## src/shared/rtc_regs.svh

```systemverilog
`ifndef RTC_TIME_REGS_SVH
`define RTC_TIME_REGS_SVH

// ******************************************************************
// Register offsets
// ******************************************************************
`define RTC_OFS_SEC_COUNT 8'h00
`define RTC_OFS_SEC_MATCH 8'h01
`define RTC_OFS_MIN_COUNT 8'h02
`define RTC_OFS_MIN_MATCH 8'h03
`define RTC_OFS_HR_COUNT 8'h04
`define RTC_OFS_HR_MATCH 8'h05

// ******************************************************************
// Reset values and fields
// ******************************************************************
`define RTC_RST_VAL 8'h00
`define RTC_DONT_CARE 2'h3
`define RTC_HALF_DAY_BIT 7
`define RTC_HOUR_MSB 6
`define RTC_DC_MSB 7
`define RTC_DC_LSB 6
`define RTC_DIV_ZERO 32'h0000_0000

// ******************************************************************
// Limits in binary
// ******************************************************************
`define RTC_SEC_MAX 8'h3B
`define RTC_MIN_MAX 8'h3B
`define RTC_HR24_MAX 8'h17
`define RTC_HR12_MAX 8'h0C
`define RTC_HR12_MIN 8'h01
`define RTC_HR12_FLIP 8'h0B
`define RTC_ZERO 8'h00

// ******************************************************************
// Timing
// ******************************************************************
`define RTC_CLK_HZ 32768
`define RTC_TICK_SEC 1
`define RTC_TICK_CYCLES (`RTC_CLK_HZ * `RTC_TICK_SEC)

`endif

```

## src/shared/rtc_pkg.sv

```systemverilog
package rtc_pkg;

  // Register bus request
  typedef struct packed {
    logic wr;
    logic rd;
    logic [7:0] addr;
    logic [7:0] wdata;
  } rtc_req_t;

  // Time set
  typedef struct packed {
    logic [7:0] sec;
    logic [7:0] min;
    logic [7:0] hr;
  } rtc_time_t;

endpackage

```

## src/hdl/rtc_time_alarm.sv

```systemverilog
`timescale 1ns/1ps
`include "rtc_regs.svh"

// Operation
// - Seconds count holds 0 to 59 in eight bits.
// - Time values read as binary or packed BCD per format select.
// - Seconds match compared with seconds count for the alarm.
// - Match value with both top bits set always matches.
// - Minutes match compared with minutes count for the alarm.
// - Minutes count holds 0 to 59 in eight bits.
// - In 12-hour mode hours bit 7 is the afternoon flag.
// - Hours low seven bits: 1..12 or 0..23 by hour mode.
// - Hours match compared with hours; software uses current formats.
// - Time advances once per second while running.
// - Alarm event raised when alarm equals current time in the cycle after an update.
// - Block reset returns all registers and logic to defaults.
module rtc_time_alarm #(
  parameter int unsigned TICK_CYCLES = `RTC_TICK_CYCLES
) (
  // Clock and reset
  input wire logic clock_in,
  input wire logic reset_n_in,
  // Mode controls
  input wire logic run_in,
  input wire logic binary_format_select_in,
  input wire logic hour_mode_24_in,
  // Register port
  input wire rtc_pkg::rtc_req_t req_in,
  output logic [7:0] rdata_out,
  // Events
  output logic update_done_out,
  output logic alarm_event_out
);

  // ****************************************************************
  // State
  // ****************************************************************
  rtc_pkg::rtc_time_t cnt_r, cnt_nxt;
  rtc_pkg::rtc_time_t match_r, match_nxt;
  logic [31:0] div_r, div_nxt;
  logic [7:0] rdata_r, rdata_nxt;
  logic upd_r, upd_nxt;
  logic alarm_r, alarm_nxt;
  logic [7:0] sec_b, min_b, hr_b, sec_o, min_o, hr_o;
  logic [7:0] hr_lo, sec_n, min_n, hr_n;
  logic tick, sec_ok, min_ok, hr_ok;
  logic pm_n;

  // ****************************************************************
  // Format conversion
  // ****************************************************************
  // Internal counts kept in the software format; convert to binary
  assign hr_lo = {1'b0, cnt_r.hr[`RTC_HOUR_MSB:0]};
  rtc_bcd_conv u_sec_in (.to_bcd_in(1'b0), .value_in(cnt_r.sec),
    .value_out(sec_b));
  rtc_bcd_conv u_min_in (.to_bcd_in(1'b0), .value_in(cnt_r.min),
    .value_out(min_b));
  rtc_bcd_conv u_hr_in (.to_bcd_in(1'b0), .value_in(hr_lo),
    .value_out(hr_b));
  rtc_bcd_conv u_sec_out (.to_bcd_in(1'b1), .value_in(sec_n),
    .value_out(sec_o));
  rtc_bcd_conv u_min_out (.to_bcd_in(1'b1), .value_in(min_n),
    .value_out(min_o));
  rtc_bcd_conv u_hr_out (.to_bcd_in(1'b1), .value_in(hr_n),
    .value_out(hr_o));

  // ****************************************************************
  // Next time
  // ****************************************************************
  assign tick = run_in && (div_r == 32'(TICK_CYCLES - 1));

  always_comb begin
    sec_n = binary_format_select_in ? cnt_r.sec : sec_b;
    min_n = binary_format_select_in ? cnt_r.min : min_b;
    hr_n = binary_format_select_in ? hr_lo : hr_b;
    pm_n = cnt_r.hr[`RTC_HALF_DAY_BIT];
    if (sec_n >= `RTC_SEC_MAX) begin
      sec_n = `RTC_ZERO;
      if (min_n >= `RTC_MIN_MAX) begin
        min_n = `RTC_ZERO;
        if (hour_mode_24_in) begin
          hr_n = (hr_n >= `RTC_HR24_MAX) ? `RTC_ZERO : 8'(hr_n + 8'h01);
          pm_n = 1'b0;
        end else begin
          if (hr_n == `RTC_HR12_FLIP) begin
            pm_n = ~pm_n;
          end
          hr_n = (hr_n >= `RTC_HR12_MAX) ? `RTC_HR12_MIN
                                          : 8'(hr_n + 8'h01);
        end
      end else begin
        min_n = 8'(min_n + 8'h01);
      end
    end else begin
      sec_n = 8'(sec_n + 8'h01);
    end
  end

  // ****************************************************************
  // Alarm compare
  // ****************************************************************
  always_comb begin
    sec_ok = (match_r.sec[`RTC_DC_MSB:`RTC_DC_LSB] == `RTC_DONT_CARE) ||
             (match_r.sec == cnt_r.sec);
    min_ok = (match_r.min[`RTC_DC_MSB:`RTC_DC_LSB] == `RTC_DONT_CARE) ||
             (match_r.min == cnt_r.min);
    hr_ok = (match_r.hr[`RTC_DC_MSB:`RTC_DC_LSB] == `RTC_DONT_CARE) ||
            (match_r.hr == cnt_r.hr);
  end

  // ****************************************************************
  // One-second divider
  // ****************************************************************
  always_comb begin
    div_nxt = div_r;
    if (run_in) begin
      div_nxt = tick ? `RTC_DIV_ZERO : 32'(div_r + 32'h1);
    end
  end

  always_ff @(posedge clock_in or negedge reset_n_in) begin
    if (!reset_n_in) begin
      div_r <= `RTC_DIV_ZERO;
    end else begin
      div_r <= div_nxt;
    end
  end

  // ****************************************************************
  // Update and alarm events
  // ****************************************************************
  always_comb begin
    upd_nxt = tick;
    alarm_nxt = 1'b0;
    // Alarm evaluated one cycle after each update
    if (upd_r) begin
      alarm_nxt = sec_ok && min_ok && hr_ok;
    end
  end

  always_ff @(posedge clock_in or negedge reset_n_in) begin
    if (!reset_n_in) begin
      upd_r <= 1'b0;
      alarm_r <= 1'b0;
    end else begin
      upd_r <= upd_nxt;
      alarm_r <= alarm_nxt;
    end
  end

  // ****************************************************************
  // Time and match registers
  // ****************************************************************
  always_comb begin
    cnt_nxt = cnt_r;
    match_nxt = match_r;
    if (tick) begin
      cnt_nxt.sec = binary_format_select_in ? sec_n : sec_o;
      cnt_nxt.min = binary_format_select_in ? min_n : min_o;
      cnt_nxt.hr = {pm_n && !hour_mode_24_in,
        (binary_format_select_in ? hr_n[`RTC_HOUR_MSB:0]
                                 : hr_o[`RTC_HOUR_MSB:0])};
    end
    // Software write wins over the hardware update
    if (req_in.wr) begin
      unique case (req_in.addr)
        `RTC_OFS_SEC_COUNT: cnt_nxt.sec = req_in.wdata;
        `RTC_OFS_SEC_MATCH: match_nxt.sec = req_in.wdata;
        `RTC_OFS_MIN_COUNT: cnt_nxt.min = req_in.wdata;
        `RTC_OFS_MIN_MATCH: match_nxt.min = req_in.wdata;
        `RTC_OFS_HR_COUNT: cnt_nxt.hr = req_in.wdata;
        `RTC_OFS_HR_MATCH: match_nxt.hr = req_in.wdata;
        default: begin
        end
      endcase
    end
  end

  always_ff @(posedge clock_in or negedge reset_n_in) begin
    if (!reset_n_in) begin
      cnt_r.sec <= `RTC_RST_VAL;
      cnt_r.min <= `RTC_RST_VAL;
      cnt_r.hr <= `RTC_RST_VAL;
      match_r.sec <= `RTC_RST_VAL;
      match_r.min <= `RTC_RST_VAL;
      match_r.hr <= `RTC_RST_VAL;
    end else begin
      cnt_r <= cnt_nxt;
      match_r <= match_nxt;
    end
  end

  // ****************************************************************
  // Read data
  // ****************************************************************
  always_comb begin
    rdata_nxt = rdata_r;
    // Read together with a write returns the old value
    if (req_in.rd) begin
      unique case (req_in.addr)
        `RTC_OFS_SEC_COUNT: rdata_nxt = cnt_r.sec;
        `RTC_OFS_SEC_MATCH: rdata_nxt = match_r.sec;
        `RTC_OFS_MIN_COUNT: rdata_nxt = cnt_r.min;
        `RTC_OFS_MIN_MATCH: rdata_nxt = match_r.min;
        `RTC_OFS_HR_COUNT: rdata_nxt = cnt_r.hr;
        `RTC_OFS_HR_MATCH: rdata_nxt = match_r.hr;
        default: rdata_nxt = `RTC_RST_VAL;
      endcase
    end
  end

  always_ff @(posedge clock_in or negedge reset_n_in) begin
    if (!reset_n_in) begin
      rdata_r <= `RTC_RST_VAL;
    end else begin
      rdata_r <= rdata_nxt;
    end
  end

  // ****************************************************************
  // Outputs
  // ****************************************************************
  assign rdata_out = rdata_r;
  assign update_done_out = upd_r;
  assign alarm_event_out = alarm_r;

endmodule

```

## src/hdl/rtc_bcd_conv.sv

```systemverilog
`timescale 1ns/1ps
`include "rtc_regs.svh"

// Converts between binary and packed BCD for values 0..99
module rtc_bcd_conv (
  // Selection
  input wire logic to_bcd_in,
  // Data
  input wire logic [7:0] value_in,
  output logic [7:0] value_out
);
  logic [7:0] tens;
  logic [7:0] prod;

  always_comb begin
    tens = 8'h00;
    prod = 8'h00;
    if (to_bcd_in) begin
      tens = value_in / 8'h0A;
      prod = 8'(tens * 8'h0A);
      value_out = {tens[3:0], 4'(value_in - prod)};
    end else begin
      prod = 8'({4'h0, value_in[7:4]} * 8'h0A);
      value_out = 8'(prod + {4'h0, value_in[3:0]});
    end
  end
endmodule

```

## config.mk

```make
export PLATFORM = sky130hd
export DESIGN_NAME = rtc_time_alarm
export DESIGN_NICKNAME = d
export VERILOG_FILES = /design/src/shared/rtc_pkg.sv /design/src/hdl/rtc_time_alarm.sv /design/src/hdl/rtc_bcd_conv.sv
export VERILOG_INCLUDE_DIRS = /design/src /design/src/shared
export SDC_FILE = /design/constraint.sdc
export NUM_CORES = 1
export LEC_CHECK = 0
export ABC_AREA = 1
export BUFFER_PORTS_ARGS = -buffer_cell sky130_fd_sc_hd__buf_2
export CAP_MARGIN = 0
export CORE_MARGIN = 4
export CORE_UTILIZATION = 55
export CTS_BUF_LIST = sky130_fd_sc_hd__clkbuf_4
export DETAILED_ROUTE_END_ITERATION = 8
export GPL_TIMING_DRIVEN = 0
export PLACE_DENSITY_LB_ADDON = 0.15
export SLEW_MARGIN = 0
export SYNTH_ARGS = -nofsm -noshare
export SYNTH_HDL_FRONTEND = slang
export SYNTH_SLANG_ARGS = --single-unit
```

## constraint.sdc

```tcl
create_clock -name clock_in -period 9.3 [get_ports clock_in]
set_input_delay 2.79 -clock clock_in [delete_from_list [all_inputs] [get_ports clock_in]]
set_output_delay 2.79 -clock clock_in [all_outputs]
set_load 0.01 [all_outputs]
```

## Word-level counts from Yosys, hierarchy flattened

Cells that the tools add are included.

| storage, ports and cells | value |
|---|---|
| bits of input ports | 23 |
| flip-flop bits (word level) | 90 |
| word-level logic and storage cells | 85 |
| output and inout port bits | 10 |

| cells by class | value |
|---|---|
| $mul | 6 |
| bitwise operators | 1 |
| magnitude comparators | 4 |
| add/sub/neg operators | 10 |
| equal/unequal tests | 13 |
| reduce and logical (&&, ||, !) cells | 12 |
| mux-type cells | 26 |
| divide/modulo/power cells | 3 |

Operators with widths:

| kind | count |
|---|---|
| 8-bit two-way mux | 16 |
| 24-bit two-way mux | 2 |
| 8-bit case mux with 6 select lines | 1 |
| 32-bit by 1-bit adder with 32-bit output, second input constant | 1 |
| 32-bit by 15-bit == test with 1-bit output, second input constant | 1 |
| 32-bit two-way mux | 1 |
| 8-bit by 1-bit adder with 8-bit output, second input constant | 3 |
| 8-bit by 4-bit adder with 8-bit output | 3 |
| 8-bit by 4-bit divider with 8-bit output, second input constant | 3 |
| 8-bit == test | 3 |
| 8-bit by 3-bit multiplier with 3-bit output, second input constant | 3 |
| 8-bit by 2-bit == test with 1-bit output, second input constant | 2 |
| 8-bit by 3-bit == test with 1-bit output, second input constant | 2 |
| 8-bit by 6-bit greater-or-equal comparator with 1-bit output, second input constant | 2 |
| 4-bit by 3-bit multiplier with 7-bit output, second input constant | 2 |
| 4-bit subtractor | 3 |
| 8-bit by 1-bit == test with 1-bit output, second input constant | 1 |
| 8-bit by 4-bit == test with 1-bit output, second input constant | 1 |
| 8-bit by 4-bit greater-or-equal comparator with 1-bit output, second input constant | 1 |
| 8-bit by 5-bit greater-or-equal comparator with 1-bit output, second input constant | 1 |
| 8-bit logical NOT | 1 |
| 7-bit two-way mux | 1 |
| 2-bit == test, second input constant | 3 |
| 3-bit by 3-bit multiplier with 6-bit output, second input constant | 1 |
| 6 further kinds | 17 |

## Logic depth before layout (Yosys ltp)

Gate-level depths: netlist (run 1).

| logic depth | value |
|---|---|
| word-level depth | 15 |
| mapped depth | 45 |
| gate-level depth less buffers | 45 |

## By module

Synthesis (run 1) repeated with hierarchy kept, for this count alone.

| unflattened totals | value |
|---|---|
| cell total of the unflattened synthesis | 1696 |
| area total of the unflattened synthesis | 11318.4 µm² |

Modules (own cells, without submodules):

| module | seq. area each (µm²) | times used | area an instance (µm²) | cells an instance |
|---|---|---|---|---|
| rtc_time_alarm | 2252.2 | 1 | 6291.0 | 919 |
| rtc_bcd_conv (u_hr_in ...) | 0.0 | 5 | 845.8 | 131 |
| rtc_bcd_conv (u_sec_out) | 0.0 | 1 | 798.3 | 122 |

## Worst setup path before layout (run 1)

OpenSTA, ideal clock, no wires.

| timing | value |
|---|---|
| path type | input port to flip-flop |
| start point | in binary_format_select_in |
| end point | reg cnt_r[11] (netlist bit) |
| required time | 9.178 ns |
| cell stages on the path | 35 |
| library setup time | 0.122 ns |
| data arrival time | 6.404 ns |
| buffers on the path | 1 |
| slack | 2.774 ns |
| cell sequence | inv_2 > buf_6 > nand2_1 > o21ai_2 > ha_1 > nor2_2 > nor2_2 > nand3_2 > nand2_4 > inv_2 > nand2_1 > nand2_2 > inv_2 > nand3_2 > nand2_2 > nand2_2 > nand2_1 > nand3_1 > nand2_2 > nand2_4 > xor2_4 > nand2_1 > a21oi_1 > ha_1 > nand2_1 > nand2_1 > nand2_2 > ha_1 > fa_1 > xor2_1 > inv_1 > nand3_1 > nand3_1 > nand2_1 > a21oi_2 |

RTL lines:

| item | RTL line | text |
|---|---|---|
| start: declaration | rtc_time_alarm.sv:25 | `input wire logic binary_format_select_in,` |
| end signal: assignment | rtc_time_alarm.sv:188 | `cnt_r <= cnt_nxt;` |
| end: declaration | rtc_time_alarm.sv:38 | `rtc_pkg::rtc_time_t cnt_r, cnt_nxt;` |

==> impl_metrics.json, run 1 <==
{
  "status": "completed",
  "gp_congestion": 0.911,
  "dr_wl_met3_um": 1160,
  "io_buffers": 31,
  "nFillCells": 1256,
  "crit_path_frequent_cell": "nand2_1",
  "wl_per_cell_um": 15.6,
  "drt-total-wl_um": 19900,
  "wl_met2_um": 9580,
  "io_pins": 33,
  "synth_seq_cells": 90,
  "p_leak_nw": 4.09,
  "viasPerCell": 5.61,
  "initial_core_util_pct": 56.2,
  "tritoncts": "built",
  "syn-num-nets": 1114,
  "grt_start_max_net_pins": 70,
  "crit_required_ns": 9.69,
  "crit_slowest_cell": "fa_1",
  "vias": 7155,
  "swShare_pct": 42.0,
  "clk_pin_slew_ns": 0.16,
  "ctsResizeCount": 0,
  "ir_worst_vdd_uv": 106,
  "power.share.clock_pct": 19.4,
  "top_layer": "met4",
  "arrival_ns": 7.19,
  "powerDensity_nw_per_um2": 152,
  "drv_slew": 0,
  "cts.sink_count": 90,
  "antenna_cells": 0,
  "setup_tns_ns": 0,
  "yosysSeqAreaShare_pct": 30.2,
  "hold_slack_ns": 0.514,
  "synthesis.area_um2": 7470,
  "async_reset_ff_share_pct": 100,
  "setup_viol": 0,
  "slowest_delay_ns": 0.37,
  "hold_viol_final": 0,
  "nNetsFinal": 1157,
  "die_w_um": 125,
  "core_area_um2": 13300,
  "start_kind": "input pin",
  "final_cell_count_no_fill": 1276,
  "cp-end-kind": "register",
  "die_y_um": 125,
  "cts_setup_buffers": 0,
  "cts_root_buf": "clkbuf_4",
  "clk_path_buf_depth": 2,
  "switchingPower_w": 0.000512,
  "fin_skew_ns": 0.0194,
  "numCtsBuffers": 9,
  "p_seq_share_pct": 37.3,
  "remaining_drc_errors": 0,
  "final.min_clock_period_ns": 6.80,
  "worst_pin_slew_ns": 1.27,
  "slew_headroom_pct": 14.5,
  "htreeDepth": 3,
  "dieArea_um2": 15500,
  "grt_pass1_wl_um": 32500,
  "timing.final.crit_share_pct": 73.2,
  "grt_pass1_vias": 6656,
  "synth.yosys.warnings": 0,
  "synthToLayoutAreaGrowth_pct": 7.44,
  "syn-instance-count": 1052,
  "hp-class": "reg -> reg",
  "synth_top_area_share_pct": 30.2,
  "combPwrFrac_pct": 43.2,
  "placed_cells": 1260,
  "synthTopCellsByArea": "dfrtp_1, nand2_1, inv_1",
  "hold_buffers": 0,
  "r2r-start": "cnt_r[21]$_DFF_PN0_",
  "cp_max_fo": 10,
  "max_freq_mhz": 147,
  "avgSynthCellArea_um2": 7.10,
  "hp-start": "div_r[7]$_DFFE_PN0P_",
  "postPlaceCellArea_um2": 7880,
  "drive_above_1_share_pct": 13.3,
  "drv_cap": 0,
  "critical_path.startpoint": "binary_format_select_in",
  "synthFlopType": "dfrtp_1",
  "postRouteAntennaNets": 0,
  "antenna_found_initial": 0,
  "drtIter0Drc": 589,
  "synth_cell_types": 54,
  "grtUsageTotal_pct": 25.6,
  "place_hpwl_um": 15400,
  "wl_met1_um": 8700,
  "synth-edff-count": 0,
  "fin_util_pct": 60.4,
  "r2r_slack_ns": 3.77,
  "overflow": 0,
  "worst-setup-path-type": "in -> reg",
  "p_int_w": 0.000706,
  "clk_latency_ns": 0.48,
  "grt_setup_unrepaired": "false",
  "design_area_um2": 8030,
  "dr.pass1.iters": 5,
  "num_rows": 42,
  "synth_top_area_cell": "dfrtp_1"
}
[power by group through the flow]
stage                     combinational, W  sequential, W  clock (W)
final                             0.000527       0.000455   0.000236
after detailed placement          0.000524       0.000461          0
after floorplan                   0.000418       0.000451          0
after global placement            0.000511       0.000461          0
after CTS                         0.000526       0.000454   0.000237
after global routing              0.000600       0.000459   0.000256
[area by class of cell]
class / instances / area [um2] / share of cell area [%]
Buffer: 17 / 109 / 1.36
Multi-Input combinational cell: 757 / 4400 / 54.9
Clock buffer: 10 / 75.1 / 0.935
Timing Repair Buffer: 32 / 185 / 2.31
Sequential cell: 90 / 2250 / 28.1
Clock inverter: 6 / 75.1 / 0.935
Tap cell: 176 / 220 / 2.74
Inverter: 188 / 706 / 8.79
[final timing paths]
check / to / depth (start not counted)
hold reg to reg: div_r[7]$_DFFE_PN0P_ / 1
setup reg to reg: cnt_r[11]$_DFF_PN0_ / 37
max in group asynchronous: cnt_r[15]$_DFF_PN0_ / 2
hold / removal: div_r[7]$_DFFE_PN0P_ / 1
setup / recovery: cnt_r[11]$_DFF_PN0_ / 36
min in group asynchronous: div_r[11]$_DFFE_PN0P_ / 1
[registers in the layout, indices dropped and copies added (netlist names)]
register,count
update_done_out,1
match_r,24
rdata_out,8
cnt_r,24
div_r,32
alarm_event_out,1
[cell usage after synthesis, types with 4 or more instances]
cell type,instances
nand2_2,23
dfrtp_1,90
xor2_1,27
nand2_1,254
o221ai_1,4
nor3_1,18
xnor2_1,7
nor4_1,19
a221oi_1,7
nand4_1,22
or2_2,8
nor2_1,64
o31ai_1,5
inv_2,17
nand3_2,8
o21ai_0,45
buf_6,6
a22oi_1,9
inv_1,168
o22ai_1,18
clkbuf_1,10
nand2_4,13
o21ai_2,7
a21oi_1,38
o21ai_1,7
nand3_1,74
ha_1,32
fa_1,7
[placed cells by master (no fill, tap or decap), drive strengths merged, types with 3 or more instances in the layout]
master | Yosys | final
inv | 185 | 187
nor3 | 19 | 19
a211oi | 3 | 3
xnor2 | 7 | 7
ha | 32 | 32
clkbuf | 10 | 20
a21oi | 41 | 41
fa | 7 | 7
o21ai | 59 | 59
o31ai | 5 | 5
o221ai | 4 | 4
xor2 | 28 | 28
nand4 | 23 | 23
o22ai | 19 | 19
or2 | 9 | 9
mux2 | 3 | 3
buf | 7 | 39
nor2 | 68 | 68
nand3 | 83 | 83
o2111ai | 3 | 3
nor4 | 19 | 19
a22oi | 10 | 10
nand3b | 3 | 3
clkinv | 3 | 5
dfrtp | 90 | 90
a221oi | 7 | 7
nand2 | 290 | 290
a2bb2oi | 3 | 3
[metal layers]
layer | GRT usage, % | vias to the layer above
li1 | - | 3552
met1 | 32.7 | 3342
met2 | 43.4 | 219
met3 | 5.40 | 42
met4 | 8.06 | 0
met5 | 0 | -
[critical path: cells and delay by family]
kind	cells	cell delay (ns)
and+or+nand+nor	21	1.90
adders and majority gates	4	0.92
buffers and inverters	6	0.79
xor gates and xnor gates	2	0.39
AOI/OAI and AO/OA	3	0.37
[through the flow]
stage                     setup slack (ns)  power [W]
after floorplan                       2.77   0.000869
after global placement                2.05   0.000971
after detailed placement              2.01   0.000985
after CTS                             2.50    0.00122
after global routing                  2.07    0.00131
final                                 2.50    0.00122
[kinds of logic after synthesis]
group	after synthesis	synth area share, %
AO/OA/AOI/OAI	163	13.8
XOR/XNOR	36	4.67
adder cells (fa/ha/maj)	39	7.24
buffers and inverters	205	10.9
flip-flops	90	30.2
multiplexers	3	0.452
AND/OR/NAND/NOR	516	32.8
Note: power is estimated with default switching activity, not from simulation.
==> inputs of run 2 (changes only) <==
clock period = 5.5 ns   (was 9.3 ns; I/O delays follow)
==> run 2 against run 1 <==
Net effect: sequential power grew 69%; flip-flop and latch count stayed put; via count increased by 2.5%; global-route usage is 0.064 points lower; die area stayed put; clock power is 68% higher; routed wire length is 2.6% higher; final cell count is 2.4% higher; non-clock buffer count grew 30; critical path depth shrank 1; core utilization rose by 3.7 points; highest routed layer unchanged.
==> impl_metrics.json, run 2 (synthesis results as in run 1) <==
{
  "status": "completed",
  "nFillCells": 1199,
  "die_w_um": 125,
  "gp_congestion": 0.911,
  "core_area_um2": 13300,
  "fin_util_pct": 64.1,
  "initial_core_util_pct": 56.2,
  "io_buffers": 31,
  "top_regs": "div_r x32, cnt_r x24, match_r x24",
  "dr.pass1.iters": 5,
  "slowest_delay_ns": 0.34,
  "viasPerCell": 5.61,
  "synthToLayoutAreaGrowth_pct": 14.1,
  "clk_latency_ns": 0.46,
  "powerDensity_nw_per_um2": 260,
  "crit_path_frequent_cell": "nand2_2",
  "vias": 7332,
  "clk_path_buf_depth": 2,
  "final.min_clock_period_ns": 5.34,
  "dieArea_um2": 15500,
  "grt_start_max_net_pins": 70,
  "fin_skew_ns": 0.0169,
  "drive_above_1_share_pct": 19.6,
  "die_y_um": 125,
  "grt_pass1_vias": 6648,
  "cts_root_buf": "clkbuf_4",
  "path_buf_inv": 7,
  "postRouteAntennaNets": 0,
  "slew_headroom_pct": 24.1,
  "io_pins": 33,
  "drv_slew": 0,
  "antenna_found_initial": 0,
  "ir_worst_vdd_uv": 179,
  "final_cell_mix": "nand2_1, inv_1, dfrtp_1, nand3_1, nor2_1",
  "timing.final.crit_share_pct": 97.1,
  "clk_pin_slew_ns": 0.16,
  "hold_viol_final": 0,
  "postPlaceCellArea_um2": 7880,
  "crit_slowest_cell": "fa_2",
  "drtIter0Drc": 588,
  "setup_viol": 0,
  "remaining_drc_errors": 0,
  "tritoncts": "built",
  "start_kind": "input pin",
  "layout_commonest_cell": "nand2_1",
  "drv_cap": 0,
  "drt-total-wl_um": 20500,
  "regMostFlops": "div_r",
  "p_seq_share_pct": 34.7,
  "num_rows": 42,
  "p_leak_nw": 4.26,
  "largest_reg_flops": 32,
  "worst-setup-path-type": "in -> reg",
  "max_freq_mhz": 187,
  "design_area_um2": 8520,
  "grtUsageTotal_pct": 25.5,
  "setup_tns_ns": 0,
  "grt_pass1_wl_um": 32500,
  "cp-end-kind": "register",
  "power.share.clock_pct": 17.9,
  "arrival_ns": 5.71,
  "p_int_w": 0.00129,
  "crit_required_ns": 5.87,
  "htreeDepth": 3,
  "swShare_pct": 41.7,
  "wl_per_cell_um": 15.7,
  "cts.sink_count": 90,
  "antenna_cells": 0,
  "hp-class": "reg -> reg",
  "crit_family": "simple AND/OR/NAND/NOR gates",
  "overflow": 0,
  "nNetsFinal": 1187,
  "cp_max_fo": 10,
  "switchingPower_w": 0.000923,
  "place_hpwl_um": 15400,
  "worst_pin_slew_ns": 1.13,
  "combPwrFrac_pct": 47.4,
  "numCtsBuffers": 9
}
[run 2: changes by cell type in the layout (fill, tap and decap cells not counted), moves of 5 or more]
cell and delta:
buf_4 +30, nand2_2 +9, nand3_2 +5, nand2_1 -13, ha_1 -6, nand3_1 -7
[run 2: worst paths after layout]
| kind | depth (start not counted) | to | slack [ns] | startpoint |
|---|---|---|---|---|
| max in group asynchronous | 2 | cnt_r[21]$_DFF_PN0_ | 3.79 | reset_n_in |
| worst min-delay path | 1 | div_r[7]$_DFFE_PN0P_ | 0.51 | div_r[7]$_DFFE_PN0P_ |
| worst max register to register | 38 | cnt_r[11]$_DFF_PN0_ | 0.29 | cnt_r[21]$_DFF_PN0_ |
| worst min register to register | 1 | div_r[7]$_DFFE_PN0P_ | 0.51 | div_r[7]$_DFFE_PN0P_ |
| min in group asynchronous | 1 | div_r[11]$_DFFE_PN0P_ | 1.05 | reset_n_in |
| worst max-delay path | 35 | cnt_r[11]$_DFF_PN0_ | 0.16 | binary_format_select_in |
[run 2: power by group through the flow]
stage | clock (W) | combinational, W | sequential, W
global placement | 0 | 0.000864 | 0.000779
CTS | 0.000401 | 0.000900 | 0.000768
detailed placement | 0 | 0.000885 | 0.000780
floorplan | 0 | 0.000708 | 0.000762
finish | 0.000396 | 0.00105 | 0.000769
global route | 0.000430 | 0.00118 | 0.000775
[run 2: metal layers]
layer / up-vias / part of all wire (%) / global-route usage, %
met5: - / 0 / 0
met4: 0 / 2.8 / 8.83
met3: 48 / 6.2 / 4.63
met2: 234 / 49 / 43.4
met1: 3437 / 42 / 32.7
li1: 3613 / - / -
[run 2: final cells by class]
type	count	area, um2	share of cell area [%]
multi-input combinational	757	4620	54.3
sequential	90	2260	26.5
inverter	188	718	8.43
timing repair buffer	63	432	5.07
tap	176	220	2.58
buffer	16	119	1.40
clock buffer	10	75.1	0.881
clock inverter	6	75.1	0.881
[run 2: metrics by stage]
step | instances | hold slack (ns) | power (W) | setup WS [ns]
after floorplan | 1052 | 0.463 | 0.00147 | 0.114
after global placement | 1259 | 0.473 | 0.00164 | -0.612
after detailed placement | 1260 | 0.482 | 0.00167 | -0.648
after CTS | 1278 | 0.516 | 0.00207 | 0.0130
after global routing | 1306 | 0.544 | 0.00238 | -0.154
final | 1306 | 0.514 | 0.00222 | 0.160
[run 2: worst reg2reg max path, delay by kind of cell, from the launching register on]
kind            cells  cell delay (ns)
compound gates      2             0.22
flops               1             0.50
buf+inv             5             0.32
simple gates       23             2.12
xor+xnor            2             0.37
fa+ha+maj           6             1.62
[run 2: timing repair]
| action | 4_1_cts | 5_1_grt |
|---|---|---|
| setup endpoints to repair | 4 | 5 |
| resized for setup | 9 | 64 |
| setup buffers | 3 | 28 |
| gates cloned | 0 | 0 |
| hold buffers | 0 | 0 |
| pin swaps | 2 | 37 |
==> inputs of run 3 (changes only) <==
CELL_PAD_IN_SITES_DETAIL_PLACEMENT = 0   (was not set)
CELL_PAD_IN_SITES_GLOBAL_PLACEMENT = 2   (was not set)
CORE_UTILIZATION = 33   (was 55)
CTS_BUF_LIST = sky130_fd_sc_hd__clkbuf_16   (was sky130_fd_sc_hd__clkbuf_4)
==> run 3 against run 2 <==
Net effect: via count down 2.2%; routed wire length up 19%; core utilization down 23 points; hold slack worse by 0.018 ns; flip-flop and latch count unchanged; combinational power up 9%; non-clock buffer count up 14; maximum frequency down 1.1%; clock power up 66%; register-to-register slack worse by 0.04 ns; cell area up 6.5%; global-route usage down 5.7 points.
==> impl_metrics.json, run 3 (synthesis results as in run 1) <==
{
  "status": "completed",
  "grtUsageTotal_pct": 19.8,
  "worst-setup-path-type": "in -> reg",
  "place_hpwl_um": 18500,
  "dr.pass1.iters": 5,
  "r2r-start": "cnt_r[21]$_DFF_PN0_",
  "vias": 7174,
  "clk_latency_ns": 0.36,
  "wl_per_cell_um": 17.1,
  "dieArea_um2": 25100,
  "arrival_ns": 5.69,
  "postPlaceCellArea_um2": 8010,
  "drive_above_1_share_pct": 21.3,
  "remaining_drc_errors": 0,
  "cp-end-kind": "register",
  "multi_input_area_um2": 4760,
  "postRouteAntennaNets": 0,
  "final.min_clock_period_ns": 5.40,
  "cts.sink_count": 90,
  "power.total_w": 0.00257,
  "grt_start_max_net_pins": 49,
  "hold_buffers": 0,
  "core_area_um2": 22000,
  "cts_root_buf": "clkbuf_16",
  "grt_pass1_wl_um": 38600,
  "io_pins": 33,
  "final.setup.worst_slack_ns": 0.102,
  "hp-start": "div_r[7]$_DFFE_PN0P_",
  "viasPerCell": 5.03,
  "holdPathStages": 1,
  "drv_slew": 0,
  "final_cell_mix": "nand2_1, inv_1, dfrtp_1, nand3_1, nor2_1",
  "htreeDepth": 3,
  "crit_slowest_cell": "fa_2",
  "grt_setup_unrepaired": "true",
  "synthToLayoutAreaGrowth_pct": 21.5,
  "num_rows": 54,
  "start_kind": "input pin",
  "combPwrFrac_pct": 44.5,
  "fin_skew_ns": 0.00707,
  "largest_reg_flops": 32,
  "tritoncts": "built",
  "clk_path_buf_depth": 2,
  "hold_slack_ns": 0.496,
  "slew_headroom_pct": 11.5,
  "grt_pass1_vias": 7045,
  "antenna_cells": 0,
  "place_ws_ns": -0.835,
  "timing.final.crit_share_pct": 98.1,
  "power.share.clock_pct": 25.5,
  "top_regs": "div_r x32, cnt_r x24, match_r x24",
  "regArea_um2": 2260,
  "ir_worst_vdd_uv": 155,
  "nFillCells": 2378,
  "cp_max_fo": 7,
  "drtIter0Drc": 364,
  "drv_cap": 0,
  "layout_commonest_cell": "nand2_1",
  "crit_required_ns": 5.79,
  "hold_viol_final": 0,
  "critical_path.startpoint": "binary_format_select_in",
  "clk_pin_slew_ns": 0.07,
  "worst_pin_slew_ns": 1.32,
  "p_leak_nw": 4.47,
  "gp_congestion": 0.840,
  "nNetsFinal": 1202,
  "p_seq_share_pct": 29.9,
  "setup_viol": 0,
  "initial_core_util_pct": 33.9,
  "die_y_um": 158,
  "drt-total-wl_um": 24300,
  "overflow": 0,
  "design_area_um2": 9070,
  "swShare_pct": 40.0,
  "crit_path_frequent_cell": "nand2_4",
  "fin_util_pct": 41.2,
  "max_freq_mhz": 185,
  "slowest_delay_ns": 0.35,
  "regMostFlops": "div_r",
  "antenna_found_initial": 0,
  "hp-class": "reg -> reg",
  "io_buffers": 31,
  "numCtsBuffers": 9,
  "powerDensity_nw_per_um2": 283,
  "r2r_cells": 41,
  "switchingPower_w": 0.00103,
  "die_w_um": 158,
  "p_int_w": 0.00154
}
[run 3: cell types whose count changed in the layout (fill, tap and decap cells not counted), sizes merged]
cell	before	now
clkbuf	20	19
clkinv	5	6
buf	69	83
nand2	290	291
[run 3: layout make-up]
cell class                      count  area share [%]
Inverter                          188            8.11
Sequential cell                    90            24.9
Multi-Input combinational cell    758            52.4
Timing Repair Buffer               76            5.89
Clock inverter                      7           0.827
Buffer                             17            1.53
Tap cell                          280            3.86
Clock buffer                        9            2.48
[run 3: repair_timing]
| item | in CTS | in global routing |
|---|---|---|
| endpoints found under the setup margin | 5 | 5 |
| setup buffers | 18 | 26 |
| pin swaps | 18 | 42 |
| cloned | 1 | 0 |
| resized for setup | 37 | 70 |
[run 3: worst paths after layout]
check	endpoint	slack (ns)
worst max-delay path	cnt_r[3]$_DFF_PN0_	0.10
worst min-delay path	div_r[7]$_DFFE_PN0P_	0.50
worst max register to register	cnt_r[3]$_DFF_PN0_	0.25
worst min register to register	div_r[7]$_DFFE_PN0P_	0.50
max in group asynchronous	cnt_r[21]$_DFF_PN0_	3.49
min in group asynchronous	div_r[13]$_DFFE_PN0P_	1.32
[run 3: power by group through the flow]
stage	Sequential [W]	Combinational, W	Clock (W)
6_report	0.000770	0.00114	0.000657
5_1_grt	0.000779	0.00128	0.000689
4_1_cts	0.000770	0.00101	0.000669
3_5_place_dp	0.000782	0.000914	0
3_3_place_gp	0.000782	0.000911	0
2_1_floorplan	0.000762	0.000708	0
[run 3: routing by layer]
metal | global-route usage [%] | vias up | wire length (um)
met1 | 26.2 | 3425 | 11100
met5 | 0 | - | 0
met2 | 33.8 | 81 | 12000
met4 | 6.62 | 0 | 680
li1 | - | 3632 | -
met3 | 2.20 | 36 | 530
[run 3: worst max-delay path, delay by kind of cell]
kind                     cells  cell delay [ns]
adder cells (fa/ha/maj)      4             0.94
buffers and inverters        8             0.67
AND/OR/NAND/NOR             22             1.86
XOR/XNOR                     1             0.15
AO/OA/AOI/OAI                3             0.39
[run 3: per-stage QoR]
step                      std cells  setup TNS (ns)
after global routing           1425          -0.301
final                          1425               0
after floorplan                1052               0
after detailed placement       1364           -4.05
after CTS                      1399               0
after global placement         1363           -4.17
